===== src/design/dbg_pkg.sv =====
package dbg_pkg;

   // command codes
   localparam logic [7:0] CMD_REV        = 8'h00;
   localparam logic [7:0] CMD_STAT       = 8'h02;
   localparam logic [7:0] CMD_RUNTIME    = 8'h03;
   localparam logic [7:0] CMD_CTL_WR     = 8'h04;
   localparam logic [7:0] CMD_CTL_RD     = 8'h05;
   localparam logic [7:0] CMD_PGM_WR     = 8'h0A;
   localparam logic [7:0] CMD_PGM_RD     = 8'h0B;
   localparam logic [7:0] CMD_DAT_WR     = 8'h0C;
   localparam logic [7:0] CMD_DAT_RD     = 8'h0D;
   localparam logic [7:0] CMD_STUFF      = 8'h11;
   localparam logic [7:0] CMD_EXEC       = 8'h12;
   localparam logic [7:0] CMD_RSVD_FIRST = 8'h13;

   // control byte layout and reset
   localparam int         HALT_BIT  = 7;
   localparam logic [7:0] CTL_RESET = 8'h00;

   // runtime counter bounds
   localparam logic [15:0] RUNTIME_START = 16'h0000;
   localparam logic [15:0] RUNTIME_MAX   = 16'hFFFF;

   // memory block transfers
   localparam logic [2:0]  MEM_ARG_LAST  = 3'h3;
   localparam logic [16:0] MEM_MAX_COUNT = 17'h10000;
   localparam logic [7:0]  BLANK_BYTE    = 8'hFF;

   // reply lengths in bytes
   localparam logic [1:0] REPLY_ONE = 2'h1;
   localparam logic [1:0] REPLY_TWO = 2'h2;

   localparam int RESP_FIFO_DEPTH = 4;
   localparam int RESP_FIFO_WIDTH = 8;

   // request towards program or data memory
   typedef struct packed {
      logic        req;
      logic        space_data;
      logic        we;
      logic [15:0] addr;
      logic [7:0]  wdata;
   } mem_req_t;

endpackage


===== src/design/resp_fifo.sv =====
`timescale 1ns/1ps
module resp_fifo #(
   parameter int WIDTH = 8,
   parameter int DEPTH = 4
) (
   input  wire logic             clock_i,
   input  wire logic             rstn_i,
   input  wire logic             ce_i,
   input  wire logic             in_valid_i,
   input  wire logic [WIDTH-1:0] in_data_i,
   output logic                  in_ready_o,
   output logic                  out_valid_o,
   output logic [WIDTH-1:0]      out_data_o,
   input  wire logic             out_ready_i
);

   logic             valid_r [DEPTH];
   logic [WIDTH-1:0] data_r  [DEPTH];
   logic [DEPTH-1:0] sh_v;
   logic [WIDTH-1:0] sh_d    [DEPTH];
   logic             push_w;
   logic             pop_w;

   assign in_ready_o  = !valid_r[DEPTH-1];
   assign out_valid_o = valid_r[0];
   assign out_data_o  = data_r[0];
   assign push_w      = in_valid_i && in_ready_o && ce_i;
   assign pop_w       = out_ready_i && valid_r[0] && ce_i;

   ////////////////////////////////////////////////////////////////////////////
   // head sits in slot 0; a pop shifts every slot down by one
   for (genvar i = 0; i < DEPTH; i++) begin : g_slot
      logic below_v;
      if (i == DEPTH-1) begin : g_top
         assign sh_v[i] = valid_r[i] && !pop_w;
         assign sh_d[i] = data_r[i];
      end else begin : g_mid
         assign sh_v[i] = pop_w ? valid_r[i+1] : valid_r[i];
         assign sh_d[i] = pop_w ? data_r[i+1] : data_r[i];
      end
      if (i == 0) begin : g_first
         assign below_v = 1'b1;
      end else begin : g_rest
         assign below_v = sh_v[i-1];
      end

      always_ff @(posedge clock_i) begin
         if (!rstn_i) begin
            valid_r[i] <= 1'b0;
            data_r[i]  <= '0;
         end else if (ce_i) begin
            if (push_w && !sh_v[i] && below_v) begin
               valid_r[i] <= 1'b1;
               data_r[i]  <= in_data_i;
            end else begin
               valid_r[i] <= sh_v[i];
               data_r[i]  <= sh_d[i];
            end
         end
      end
   end

endmodule


===== src/design/debug_command_interpreter.sv =====
// Notes on behaviour
// - 11H stuffs and 12H executes an instruction, both refused under read protection; 13H-FFH reserved.
// - the host sends a command byte and its operands first, then reply bytes flow back.
// - 00H returns the revision word, major byte first, minor byte second.
// - 02H returns one byte with the current debug status byte.
// - the runtime counter is 16 bits, counts up from 0000H each clock and sticks at FFFFH.
// - the counter times cycles between breakpoints and 03H returns it high byte first.
// - memory commands overwrite the counter, and so do stuff and execute unless read protected.
// - 04H takes exactly one more byte and loads it into the debug control byte.
// - under read protection the halt flag may be set but never cleared; only reset clears it.
// - 05H returns one byte with the current debug control byte.
// - 0AH takes all its bytes but drops the data when not halted or when read protected.
// - block transfers carry a 16-bit count of 1 to 65536 bytes, zero meaning 65536.
// - 0BH returns FFH for each byte when not halted or when read protected.
// - 0CH takes 1 to 65536 data bytes but drops them when not halted or when read protected.
`timescale 1ns/1ps
module debug_command_interpreter #(
   parameter logic [15:0] REV_WORD   = 16'h0100, // arbitrary value
   parameter int          FIFO_DEPTH = dbg_pkg::RESP_FIFO_DEPTH
) (
   input  wire logic             clock_i,
   input  wire logic             rstn_i,
   input  wire logic             ce_i,
   input  wire logic             host_valid_i,
   input  wire logic [7:0]       host_data_i,
   output logic                  host_ready_o,
   output logic                  tx_valid_o,
   output logic [7:0]            tx_data_o,
   input  wire logic             tx_ready_i,
   input  wire logic             read_protect_i,
   input  wire logic [7:0]       debug_status_byte_i,
   input  wire logic             breakpoint_i,
   output dbg_pkg::mem_req_t     mem_req_o,
   input  wire logic             mem_ack_i,
   input  wire logic [7:0]       mem_rdata_i,
   output logic                  stuff_valid_o,
   output logic [7:0]            stuff_data_o,
   output logic                  exec_o,
   output logic [7:0]            debug_control_byte_o
);
   import dbg_pkg::*;

   typedef enum logic [2:0] {
      S_IDLE, S_ARGS, S_WDATA, S_WMEM, S_RMEM, S_RPUSH, S_REPLY
   } state_t;

   state_t      state_r;
   logic [7:0]  cmd_r;
   logic [2:0]  argc_r;
   logic [15:0] addr_r;
   logic [15:0] size_r;
   logic [16:0] left_r;
   logic [15:0] reply_r;
   logic [1:0]  reply_cnt_r;
   logic [7:0]  rbyte_r;
   logic [7:0]  ctl_r;
   logic [15:0] runtime_r;
   logic        host_ready_r;
   mem_req_t    mem_req_r;
   logic        stuff_valid_r;
   logic [7:0]  stuff_data_r;
   logic        exec_r;

   logic        take;
   logic        push_valid;
   logic [7:0]  push_data;
   logic        fifo_in_ready;
   logic        push_done;
   logic        one_arg;
   logic        wr_cmd;
   logic        wr_ok;
   logic        rd_ok;
   logic        ack_ok;
   logic        last;
   logic        overwrite;

   assign take       = host_valid_i && host_ready_r && ce_i;
   assign push_valid = (state_r == S_REPLY) || (state_r == S_RPUSH);
   assign push_data  = (state_r == S_REPLY) ? reply_r[15:8] : rbyte_r;
   assign push_done  = push_valid && fifo_in_ready && ce_i;
   assign one_arg    = (cmd_r == CMD_CTL_WR) || (cmd_r == CMD_STUFF);
   assign wr_cmd     = (cmd_r == CMD_PGM_WR) || (cmd_r == CMD_DAT_WR);
   assign wr_ok      = ctl_r[HALT_BIT] && !read_protect_i;
   assign rd_ok      = (cmd_r == CMD_DAT_RD) ? ctl_r[HALT_BIT] : wr_ok;
   assign ack_ok     = mem_ack_i && mem_req_r.req;
   assign last       = (left_r == 17'h00001);
   assign overwrite  = (state_r == S_WDATA) || (state_r == S_WMEM) || (state_r == S_RMEM)
                       || (state_r == S_RPUSH) || stuff_valid_r || exec_r;

   assign host_ready_o         = host_ready_r;
   assign mem_req_o            = mem_req_r;
   assign stuff_valid_o        = stuff_valid_r;
   assign stuff_data_o         = stuff_data_r;
   assign exec_o               = exec_r;
   assign debug_control_byte_o = ctl_r;

   ////////////////////////////////////////////////////////////////////////////
   // command sequencer
   always_ff @(posedge clock_i) begin
      if (!rstn_i) begin
         state_r     <= S_IDLE;
         cmd_r       <= 8'h00;
         argc_r      <= 3'h0;
         addr_r      <= 16'h0000;
         size_r      <= 16'h0000;
         left_r      <= 17'h00000;
         reply_r     <= 16'h0000;
         reply_cnt_r <= 2'h0;
         rbyte_r     <= 8'h00;
      end else if (ce_i) begin
         unique case (state_r)
            S_IDLE: begin
               if (take) begin
                  cmd_r  <= host_data_i;
                  argc_r <= 3'h0;
                  case (host_data_i)
                     CMD_REV: begin
                        reply_r     <= REV_WORD;
                        reply_cnt_r <= REPLY_TWO;
                        state_r     <= S_REPLY;
                     end
                     CMD_STAT: begin
                        reply_r     <= {debug_status_byte_i, 8'h00};
                        reply_cnt_r <= REPLY_ONE;
                        state_r     <= S_REPLY;
                     end
                     CMD_RUNTIME: begin
                        reply_r     <= runtime_r;
                        reply_cnt_r <= REPLY_TWO;
                        state_r     <= S_REPLY;
                     end
                     CMD_CTL_RD: begin
                        reply_r     <= {ctl_r, 8'h00};
                        reply_cnt_r <= REPLY_ONE;
                        state_r     <= S_REPLY;
                     end
                     CMD_CTL_WR, CMD_STUFF, CMD_PGM_WR, CMD_PGM_RD, CMD_DAT_WR, CMD_DAT_RD: begin
                        state_r <= S_ARGS;
                     end
                     default: begin
                        state_r <= S_IDLE;
                     end
                  endcase
               end
            end
            S_ARGS: begin
               if (take) begin
                  argc_r <= argc_r + 3'h1;
                  {addr_r, size_r} <= {addr_r[7:0], size_r, host_data_i};
                  if (one_arg) begin
                     state_r <= S_IDLE;
                  end else if (argc_r == MEM_ARG_LAST) begin
                     left_r  <= ({size_r[7:0], host_data_i} == 16'h0000) ? MEM_MAX_COUNT
                                : {1'b0, size_r[7:0], host_data_i};
                     state_r <= wr_cmd ? S_WDATA : S_RMEM;
                  end
               end
            end
            S_WDATA: begin
               if (take) begin
                  if (wr_ok) begin
                     state_r <= S_WMEM;
                  end else begin
                     addr_r  <= addr_r + 16'h0001;
                     left_r  <= left_r - 17'h00001;
                     state_r <= last ? S_IDLE : S_WDATA;
                  end
               end
            end
            S_WMEM: begin
               if (ack_ok) begin
                  addr_r  <= addr_r + 16'h0001;
                  left_r  <= left_r - 17'h00001;
                  state_r <= last ? S_IDLE : S_WDATA;
               end
            end
            S_RMEM: begin
               if (!rd_ok && !mem_req_r.req) begin
                  rbyte_r <= BLANK_BYTE;
                  state_r <= S_RPUSH;
               end else if (ack_ok) begin
                  rbyte_r <= mem_rdata_i;
                  state_r <= S_RPUSH;
               end
            end
            S_RPUSH: begin
               if (push_done) begin
                  addr_r  <= addr_r + 16'h0001;
                  left_r  <= left_r - 17'h00001;
                  state_r <= last ? S_IDLE : S_RMEM;
               end
            end
            S_REPLY: begin
               if (push_done) begin
                  reply_r     <= {reply_r[7:0], 8'h00};
                  reply_cnt_r <= reply_cnt_r - 2'h1;
                  if (reply_cnt_r == REPLY_ONE) begin
                     state_r <= S_IDLE;
                  end
               end
            end
         endcase
      end
   end

   ////////////////////////////////////////////////////////////////////////////
   // host byte acceptance; one byte per two cycles at most
   always_ff @(posedge clock_i) begin
      if (!rstn_i) begin
         host_ready_r <= 1'b0;
      end else if (ce_i) begin
         if (take) begin
            host_ready_r <= 1'b0;
         end else begin
            // bytes taken only while expecting them
            host_ready_r <= (state_r == S_IDLE) || (state_r == S_ARGS) || (state_r == S_WDATA);
         end
      end
   end

   ////////////////////////////////////////////////////////////////////////////
   // control byte
   always_ff @(posedge clock_i) begin
      if (!rstn_i) begin
         ctl_r <= CTL_RESET;
      end else if (ce_i) begin
         if (state_r == S_ARGS && take && cmd_r == CMD_CTL_WR) begin
            ctl_r[6:0]      <= host_data_i[6:0];
            ctl_r[HALT_BIT] <= host_data_i[HALT_BIT] || (read_protect_i && ctl_r[HALT_BIT]);
         end
      end
   end

   ////////////////////////////////////////////////////////////////////////////
   // memory requests, held until acknowledged
   always_ff @(posedge clock_i) begin
      if (!rstn_i) begin
         mem_req_r <= '0;
      end else if (ce_i) begin
         if (ack_ok) begin
            mem_req_r.req <= 1'b0;
         end else if (state_r == S_WDATA && take && wr_ok) begin
            mem_req_r.req        <= 1'b1;
            mem_req_r.we         <= 1'b1;
            mem_req_r.space_data <= (cmd_r == CMD_DAT_WR);
            mem_req_r.addr       <= addr_r;
            mem_req_r.wdata      <= host_data_i;
         end else if (state_r == S_RMEM && rd_ok && !mem_req_r.req) begin
            mem_req_r.req        <= 1'b1;
            mem_req_r.we         <= 1'b0;
            mem_req_r.space_data <= (cmd_r == CMD_DAT_RD);
            mem_req_r.addr       <= addr_r;
         end
      end
   end

   ////////////////////////////////////////////////////////////////////////////
   // instruction stuff and execute pulses
   always_ff @(posedge clock_i) begin
      if (!rstn_i) begin
         stuff_valid_r <= 1'b0;
         stuff_data_r  <= 8'h00;
         exec_r        <= 1'b0;
      end else if (ce_i) begin
         stuff_valid_r <= state_r == S_ARGS && take && cmd_r == CMD_STUFF && !read_protect_i;
         exec_r        <= state_r == S_IDLE && take && host_data_i == CMD_EXEC && !read_protect_i;
         if (state_r == S_ARGS && take && cmd_r == CMD_STUFF) begin
            stuff_data_r <= host_data_i;
         end
      end
   end

   ////////////////////////////////////////////////////////////////////////////
   // runtime counter
   always_ff @(posedge clock_i) begin
      if (!rstn_i) begin
         runtime_r <= RUNTIME_START;
      end else if (ce_i) begin
         if (overwrite || breakpoint_i) begin
            runtime_r <= RUNTIME_START;
         end else if (runtime_r != RUNTIME_MAX) begin
            runtime_r <= runtime_r + 16'h0001;
         end
      end
   end

   resp_fifo #(
      .WIDTH (RESP_FIFO_WIDTH),
      .DEPTH (FIFO_DEPTH)
   ) u_resp_fifo (
      .clock_i     (clock_i),
      .rstn_i      (rstn_i),
      .ce_i        (ce_i),
      .in_valid_i  (push_valid),
      .in_data_i   (push_data),
      .in_ready_o  (fifo_in_ready),
      .out_valid_o (tx_valid_o),
      .out_data_o  (tx_data_o),
      .out_ready_i (tx_ready_i)
   );
endmodule


===== config.mk =====
export PLATFORM = sky130hd
export DESIGN_NAME = debug_command_interpreter
export DESIGN_NICKNAME = d
export VERILOG_FILES = /design/src/design/dbg_pkg.sv /design/src/design/resp_fifo.sv /design/src/design/debug_command_interpreter.sv
export SDC_FILE = /design/constraint.sdc
export NUM_CORES = 1
export LEC_CHECK = 0
export BUFFER_PORTS_ARGS = -buffer_cell sky130_fd_sc_hd__buf_2
export CAP_MARGIN = 20
export CORE_MARGIN = 4
export CORE_UTILIZATION = 35
export CTS_CLUSTER_DIAMETER = 50
export DETAILED_ROUTE_END_ITERATION = 16
export GPL_TIMING_DRIVEN = 1
export MAX_ROUTING_LAYER = met4
export PLACE_DENSITY = 0.62
export SLEW_MARGIN = 40
export SYNTH_ARGS = -nofsm -noshare
export SYNTH_HDL_FRONTEND = slang
export SYNTH_SLANG_ARGS = --single-unit

===== constraint.sdc =====
create_clock -name clock_i -period 5.35 [get_ports clock_i]
set_input_delay 1.07 -clock clock_i [delete_from_list [all_inputs] [get_ports clock_i]]
set_output_delay 1.07 -clock clock_i [all_outputs]
set_load 0.01 [all_outputs]

==> flow_summary.toml, run 1 <==
[pwr]
power_density_nw_per_um2 = 344
pwr-share-comb = 0.187
intPower_mw = 2.40
switchingPower_mw = 1.07
seqPwrFrac = 0.451
vdd_drop_max_uv = 195
pwr-share-clk = 0.362
power_leakage_nw = 3.85
switching_share = 0.309
total_power_mw = 3.47

[run]
maxCapViolCount = 0

[clocking]
cts-resized-gates = 0
clock_latency_ps = 430
cts_sinks = 187
cts_tree = "done"
root_buffer = "clkbuf_16"
cts_buffers = 17
post_cts_buffers = 0
path_clk_slew_ps = 70
ctsHoldBuffers = 0
clock_path_buffers = 2
htree_levels = 4

[timing]
period_minus_slack_ps = 3200
finalWorstSetupSlack_ps = 2150
tns_ps = 0
hold_violations = 0
relSlewSlack = 0.447
timing.final.crit_share = 0.599
setup_viol = 0
tightest_slew_ps = 828
skew_ps = 12.1
fin_hold_ws_ps = 455
rsz0062_at_grt = "no"
maxSlewViolCount = 0
fmax_ghz = 0.312

[worst_setup_path]
cp-start-kind = "input port"
critPathRequiredTime_ps = 5710
critical_path.max_stage_delay_ps = 1030
reg2reg_depth = 6
path_class = "input port to flop"
rr_startpoint = "state_r[1]"
critPathMaxFanout = 32
worst_path_max_delay_cell = "or4b_2"
crit_chain = "buf_2, nor2b_1, o22ai_1, a32o_1, or4b_2, or3_1, a31oi_1"
crit_path_end_kind = "flop"
cp.arrival_ps = 3560
r2r_slack_ps = 2170
reg2reg_to = "mem_req_o[25]"

[finish]
instances_no_fill = 1412
drive_gt1_frac = 0.129
fillers = 2462
layout_common_cells = "152 x dfxtp_1, 129 x nand2_1, 129 x nor2_1"
regArea_um2 = 4090
final_util = 0.411
nNetsFinal = 1113
areaGrowthSynthToFinish_pct = 14.0
multi_input_area_um2 = 4460
fin_area_um2 = 10100
final_common_cell = "dfxtp_1"

[floorplan]
die-area_um2 = 27900
die_h_um = 167
core-area_um2 = 24600
start_util = 0.360
ioPinCount = 87
core.rowCount = 57
die_x_um = 167

[worst_hold_path]
hold_path_class = "flop to flop"
min-delay-start = "reply_r[6]"
min_path_cells = 2
worstHoldEndpoint = "reply_r[6]"

[detailed_routing]
wl_per_cell_um = 16.5
wl_um = 23300
viasPerCell = 5.47
ant_nets = 0
drtIter0Drc = 623
vias = 7718
drc = 0
drt_pass1_iterations = 5

[synth]
synthMuxAreaShare = 0.0497
async_flop_share = 0
syn_inst = 1033
ys_seq_area_frac = 0.462
synth_top_family_by_area = "simple AND/OR/NAND/NOR gates"
synth_area_per_cell_um2 = 8.58
synth_cell_types = 68
syn_area_um2 = 8860
yosysWarnings = 0
synthesis.nets = 1072
synth_xor_xnor_area_share = 0.0178
synth_ff_type = "dfxtp_1"
ys_ff_latch = 187
synth_compound_area_frac = 0.196
synth_simple_gate_area_frac = 0.225
yosys.area_share.adder = 0.00988
synth_edf_count = 35

[placed_design]
gp_congestion = 0.909
hpwlAfterDp_um = 16000
io_buffer_count = 86
dpl_worst_slack_ps = 1710
placed_cells = 1379
placed_cell_area_um2 = 9520

[grt]
grt.total_usage = 0.167
antenna_found_initial = 1
grt_pass1_wl_um = 37500
grt_pass1_vias = 7103
overflow = 0
grt_max_degree = 59

[status]
status = "finished clean"
power groups by stage:
stage	Clock [mW]	Combinational, mW	Sequential (mW)
finish	1.26	0.651	1.57
global route	1.33	0.724	1.58
CTS	1.27	0.647	1.56
detailed placement	0	0.644	1.60
global placement	0	0.627	1.59
floorplan	0	0.493	1.56
registers in the layout, indices dropped and copies added, names as in the netlist, 16 cells and up:
| name | cells |
|---|---|
| addr_r | 16 |
| left_r | 17 |
| mem_req_o | 27 |
| reply_r | 16 |
| runtime_r | 16 |
| size_r | 16 |
| u_resp_fifo.data_r | 32 |
critical path, delay by kind of cell:
family	cells	cell delay, ps
and+or+nand+nor	3	1700
AOI/OAI and AO/OA	3	520
buffers and inverters	1	260
synthesized netlist by cell type, types with 29 or more instances:
cell type    n  area (um2)
dfxtp_1    152        3040
nand2_1    130         488
nor2_1     130         488
a21oi_1     90         450
clkbuf_1    57         214
mux2i_1     44         440
edfxtp_1    35        1050
nand3_1     31         155
nor3_1      29         145
o21ai_0     29         145
kinds of logic (layout without fill, tap and decap cells):
group | Yosys count | count (layout)
compound gates | 261 | 261
xor+xnor | 18 | 18
fa+ha+maj | 7 | 7
buf+inv | 92 | 146
flops | 187 | 187
mux | 44 | 44
other cells | 0 | 1
simple gates | 424 | 424
worst max-delay path by stage:
| stage | end | cells past startpoint | from | slack, ps |
|---|---|---|---|---|
| final | left_r[0] | 7 | ce_i | 2150 |
| after global routing | left_r[0] | 6 | ce_i | 1970 |
| after CTS | left_r[0] | 7 | ce_i | 2150 |
| after detailed placement | left_r[0] | 6 | ce_i | 1710 |
| after global placement | mem_req_o[25] | 7 | read_protect_i | 1550 |
| after floorplan | mem_req_o[25] | 7 | read_protect_i | 2440 |
metal layers:
layer / wire length [um] / share of wire / vias to the layer above / track usage
met1: 11700 / 0.50 / 3672 / 0.244
met5: 0 / 0 / - / -
met2: 10000 / 0.43 / 208 / 0.242
met3: 1260 / 0.054 / 15 / 0.0295
met4: 228 / 0.0098 / 0 / 0.0420
li1: - / - / 3823 / -
final cells by class:
cell class	count	area share
Clock buffer	20	0.0442
Inverter	21	0.00792
Tap cell	324	0.0401
Timing Repair Buffer	93	0.0485
Clock inverter	12	0.0129
Antenna cell	1	0.000248
Multi-Input combinational cell	754	0.441
Sequential cell	187	0.405
No activity file was read; power rests on OpenSTA's default activity.
==> inputs of run 2 (changes only) <==
==> constraint.sdc (replaced) <==
create_clock -name clock_i -period 3.2 [get_ports clock_i]
set_input_delay 0.64 -clock clock_i [delete_from_list [all_inputs] [get_ports clock_i]]
set_output_delay 0.64 -clock clock_i [all_outputs]
set_load 0.01 [all_outputs]
==> flow_summary.toml, run 2 (synthesis gave the netlist of run 1 again) <==
[status]
status = "finished clean"

[finish]
nNetsFinal = 1133
fillers = 2415
drive_gt1_frac = 0.141
final_common_cell = "dfxtp_1"
layout_common_cells = "152 x dfxtp_1, 130 x nand2_1, 130 x nor2_1"
top_register = "u_resp_fifo.data_r"
largest_register_ff_count = 32
areaGrowthSynthToFinish_pct = 15.7

[floorplan]
core-area_um2 = 24600
ioPinCount = 87
start_util = 0.360
die-area_um2 = 27900
die_h_um = 167
core.rowCount = 57
die_x_um = 167

[clocking]
cts_buffers = 17
cts-resized-gates = 0
path_clk_slew_ps = 80
root_buffer = "clkbuf_16"
ctsHoldBuffers = 0
cts_sinks = 187
clock_path_buffers = 2
post_cts_buffers = 0
htree_levels = 4
cts_tree = "done"
clock_latency_ps = 450

[detailed_routing]
wl_per_cell_um = 16.4
viasPerCell = 5.47
ant_nets = 0
vias = 7829
highest_layer = "met4"
wl_um = 23500
dr_wl_met2_um = 10300
wl_met3_um = 1420
drtIter0Drc = 616
drt-met1-wl_um = 11600
drt_pass1_iterations = 5
drc = 0

[worst_setup_path]
crit_chain = "nand2b_1, o22ai_1, a32o_1, or4b_1, buf_4, o211ai_1, o31ai_1"
path_buf_inv = 1
crit_path_end_kind = "flop"
worst_path_max_delay_cell = "or4b_1"
path_delay_family = "simple AND/OR/NAND/NOR gates"
critPathRequiredTime_ps = 3510
critPathMaxFanout = 23
path_class = "flop to flop"
critical_path.max_stage_delay_ps = 730
cp.arrival_ps = 3020
cp-start-kind = "flop"

[timing]
relSlewSlack = 0.485
hold_violations = 0
period_minus_slack_ps = 2700
finalWorstSetupSlack_ps = 495
fin_hold_ws_ps = 456
skew_ps = 19.2
timing.final.crit_share = 0.845
maxSlewViolCount = 0
rsz0062_at_grt = "no"
tns_ps = 0
tightest_slew_ps = 770
fmax_ghz = 0.370
setup_viol = 0

[grt]
grt_pass1_vias = 7177
grt_max_degree = 123
grt.total_usage = 0.170
grt_pass1_wl_um = 38300
antenna_found_initial = 1
overflow = 0

[pwr]
vdd_drop_max_uv = 351
power_density_nw_per_um2 = 569
power_leakage_nw = 3.95

[worst_hold_path]
hold_path_class = "flop to flop"

[placed_design]
hpwlAfterDp_um = 16400
gp_congestion = 0.842
io_buffer_count = 86
dpl_worst_slack_ps = 333

[run]
maxCapViolCount = 0
-- run 2: changes by cell type in the layout (fill, tap and decap cells not counted), sizes merged --
| cell | before | now |
|---|---|---|
| buf | 93 | 113 |
| bufinv | 2 | 0 |
| clkbuf | 20 | 17 |
| clkinv | 5 | 6 |
| clkinvlp | 1 | 2 |
| inv | 25 | 28 |
-- run 2: tightest hold or removal path: stages, from the launching register on --
cell and delay (ps):
dfxtp_1 310, nand2_1 50, a21oi_1 50
-- run 2: final timing paths --
path                   start    endpoint  slack [ps]  cells past startpoint
setup / recovery  state_r[2]  left_r[13]         500                      7
setup reg to reg  state_r[2]  left_r[13]         500                      7
hold reg to reg   reply_r[2]  reply_r[2]         460                      2
hold / removal    reply_r[2]  reply_r[2]         460                      2
-- run 2: power breakdown --
group / leakage (nW) / switching [mW] / internal (mW)
combinational: 2.07 / 0.708 / 0.394
sequential: 1.59 / 0.125 / 2.49
clock: 0.285 / 1.06 / 1.05
-- run 2: area by class of cell --
type	count	area, um2	area share
inverter	21	80.1	0.00781
multi-input combinational	754	4410	0.431
clock buffer	17	425	0.0415
clock inverter	15	169	0.0165
tap	324	405	0.0396
antenna	1	2.50	0.000244
timing repair buffer	113	658	0.0642
sequential	187	4090	0.399
-- run 2: layer usage --
metal  GRT usage  vias up
met4      0.0370        0
met2       0.248      255
met1       0.247     3690
li1            -     3873
met5           -        -
met3      0.0314       11
-- run 2: through the flow --
stage	power [mW]	std cells	instance area, um2	utilization
floorplan	3.44	1033	8860	-
global placement	3.74	1399	9650	0.392
detailed placement	3.76	1399	9650	0.392
CTS	5.86	1431	10200	0.416
global route	6.12	1432	10200	0.417
finish	5.84	1432	10200	0.417
==> inputs of run 3 (changes only) <==
==> constraint.sdc (replaced) <==
create_clock -name clock_i -period 2.65 [get_ports clock_i]
set_input_delay 0.53 -clock clock_i [delete_from_list [all_inputs] [get_ports clock_i]]
set_output_delay 0.53 -clock clock_i [all_outputs]
set_load 0.01 [all_outputs]
==> flow_summary.toml, run 3 (synthesis gave the netlist of run 1 again) <==
[timing]
hold_violations = 0
skew_ps = 11.8
fin_hold_ws_ps = 354
rsz0062_at_grt = "no"
period_minus_slack_ps = 2450
finalWorstSetupSlack_ps = 205
relSlewSlack = 0.530
tns_ps = 0
timing.final.crit_share = 0.923
tightest_slew_ps = 705
setup_viol = 0
fmax_ghz = 0.409
maxSlewViolCount = 0

[finish]
fin_area_um2 = 10500
nNetsFinal = 1159
layout_common_cells = "152 x dfxtp_1, 130 x nand2_1, 130 x nor2_1"
largest_register_ff_count = 32
final_util = 0.425
top_register = "u_resp_fifo.data_r"
final_common_cell = "dfxtp_1"
drive_gt1_frac = 0.162
instances_no_fill = 1458
areaGrowthSynthToFinish_pct = 18.0

[grt]
antenna_found_initial = 1
grt.total_usage = 0.173
overflow = 0
grt_pass1_vias = 7296
grt_max_degree = 88
grt_pass1_wl_um = 38600

[pwr]
switchingPower_mw = 2.28
vdd_drop_max_uv = 400
pwr-share-clk = 0.357
seqPwrFrac = 0.441
switching_share = 0.321
power_leakage_nw = 4.08
intPower_mw = 4.84
total_power_mw = 7.12
pwr-share-comb = 0.202
power_density_nw_per_um2 = 681

[clocking]
cts_tree = "done"
htree_levels = 4
cts_sinks = 187
ctsHoldBuffers = 0
root_buffer = "clkbuf_16"
clock_path_buffers = 2
clock_latency_ps = 450
post_cts_buffers = 0
cts-resized-gates = 0
path_clk_slew_ps = 70
cts_buffers = 17

[worst_setup_path]
critPathRequiredTime_ps = 3020
cpMostUsedCell = "or3_1"
critPathMaxFanout = 12
cp-start-kind = "flop"
crit_chain = "nand2b_1, or3_1, or3_1, a21o_1, or4_1, a21oi_1"
path_delay_family = "simple AND/OR/NAND/NOR gates"
crit_path_end_kind = "flop"
path_class = "flop to flop"
critical_path.max_stage_delay_ps = 600
path_buf_inv = 0
cp.arrival_ps = 2820
worst_path_max_delay_cell = "dfxtp_1"

[detailed_routing]
ant_nets = 0
drt_pass1_iterations = 5
wl_um = 23800
drc = 0
wl_per_cell_um = 16.3
vias = 7835
viasPerCell = 5.37
drtIter0Drc = 669

[floorplan]
start_util = 0.360
core.rowCount = 57
die_h_um = 167
ioPinCount = 87
core-area_um2 = 24600
die_x_um = 167
die-area_um2 = 27900

[status]
status = "finished clean"

[placed_design]
gp_congestion = 0.887
placed_cells = 1425
hpwlAfterDp_um = 16900
placed_cell_area_um2 = 9860
io_buffer_count = 86
dpl_worst_slack_ps = 193

[run]
maxCapViolCount = 0

[worst_hold_path]
hold_path_class = "input port to flop"
[run 3: cell count changes in the layout (fill, tap and decap cells not counted), sizes merged]
cell      delta
clkbuf       +1
buf         +26
clkinvlp     -1
[run 3: layer usage]
layer  part of all wire  vias up  wire length, um  global-route usage
met5                  0        -                0                   -
met4             0.0064        0              153              0.0374
met3              0.065        8             1560              0.0377
met2               0.44      242            10400               0.255
met1               0.49     3671            11700               0.245
li1                   -     3914                -                   -
[run 3: final cells by class]
class / count / area (um2)
Tap cell: 324 / 405
Antenna cell: 1 / 2.50
Sequential cell: 187 / 4090
Inverter: 21 / 80.1
Clock inverter: 14 / 151
Clock buffer: 18 / 439
Fill cell: 2459 / 14100
Timing Repair Buffer: 139 / 866
Multi-Input combinational cell: 754 / 4420
[run 3: worst reg2reg max path, delay by kind of cell, from the launching register on]
kind	cells	cell delay, ps
AO/OA/AOI/OAI	2	320
flip-flops	1	600
AND/OR/NAND/NOR	4	1460
[run 3: worst paths after layout]
| check | start | to | slack (ps) | cells past startpoint |
|---|---|---|---|---|
| worst max-delay path | state_r[1] | mem_req_o[25] | 200 | 6 |
| worst min-delay path | mem_rdata_i[6] | rbyte_r[6] | 350 | 2 |
| worst max register to register | state_r[1] | mem_req_o[25] | 200 | 6 |
| worst min register to register | mem_req_o[24] | mem_req_o[24] | 450 | 2 |
[run 3: power by group through the flow]
stage	registers (mW)	clock network, mW	logic [mW]
4_1_cts	3.14	2.60	1.43
3_3_place_gp	3.20	0	1.41
6_report	3.14	2.54	1.44
5_1_grt	3.16	2.72	1.60
3_5_place_dp	3.20	0	1.42
2_1_floorplan	3.15	0	0.995
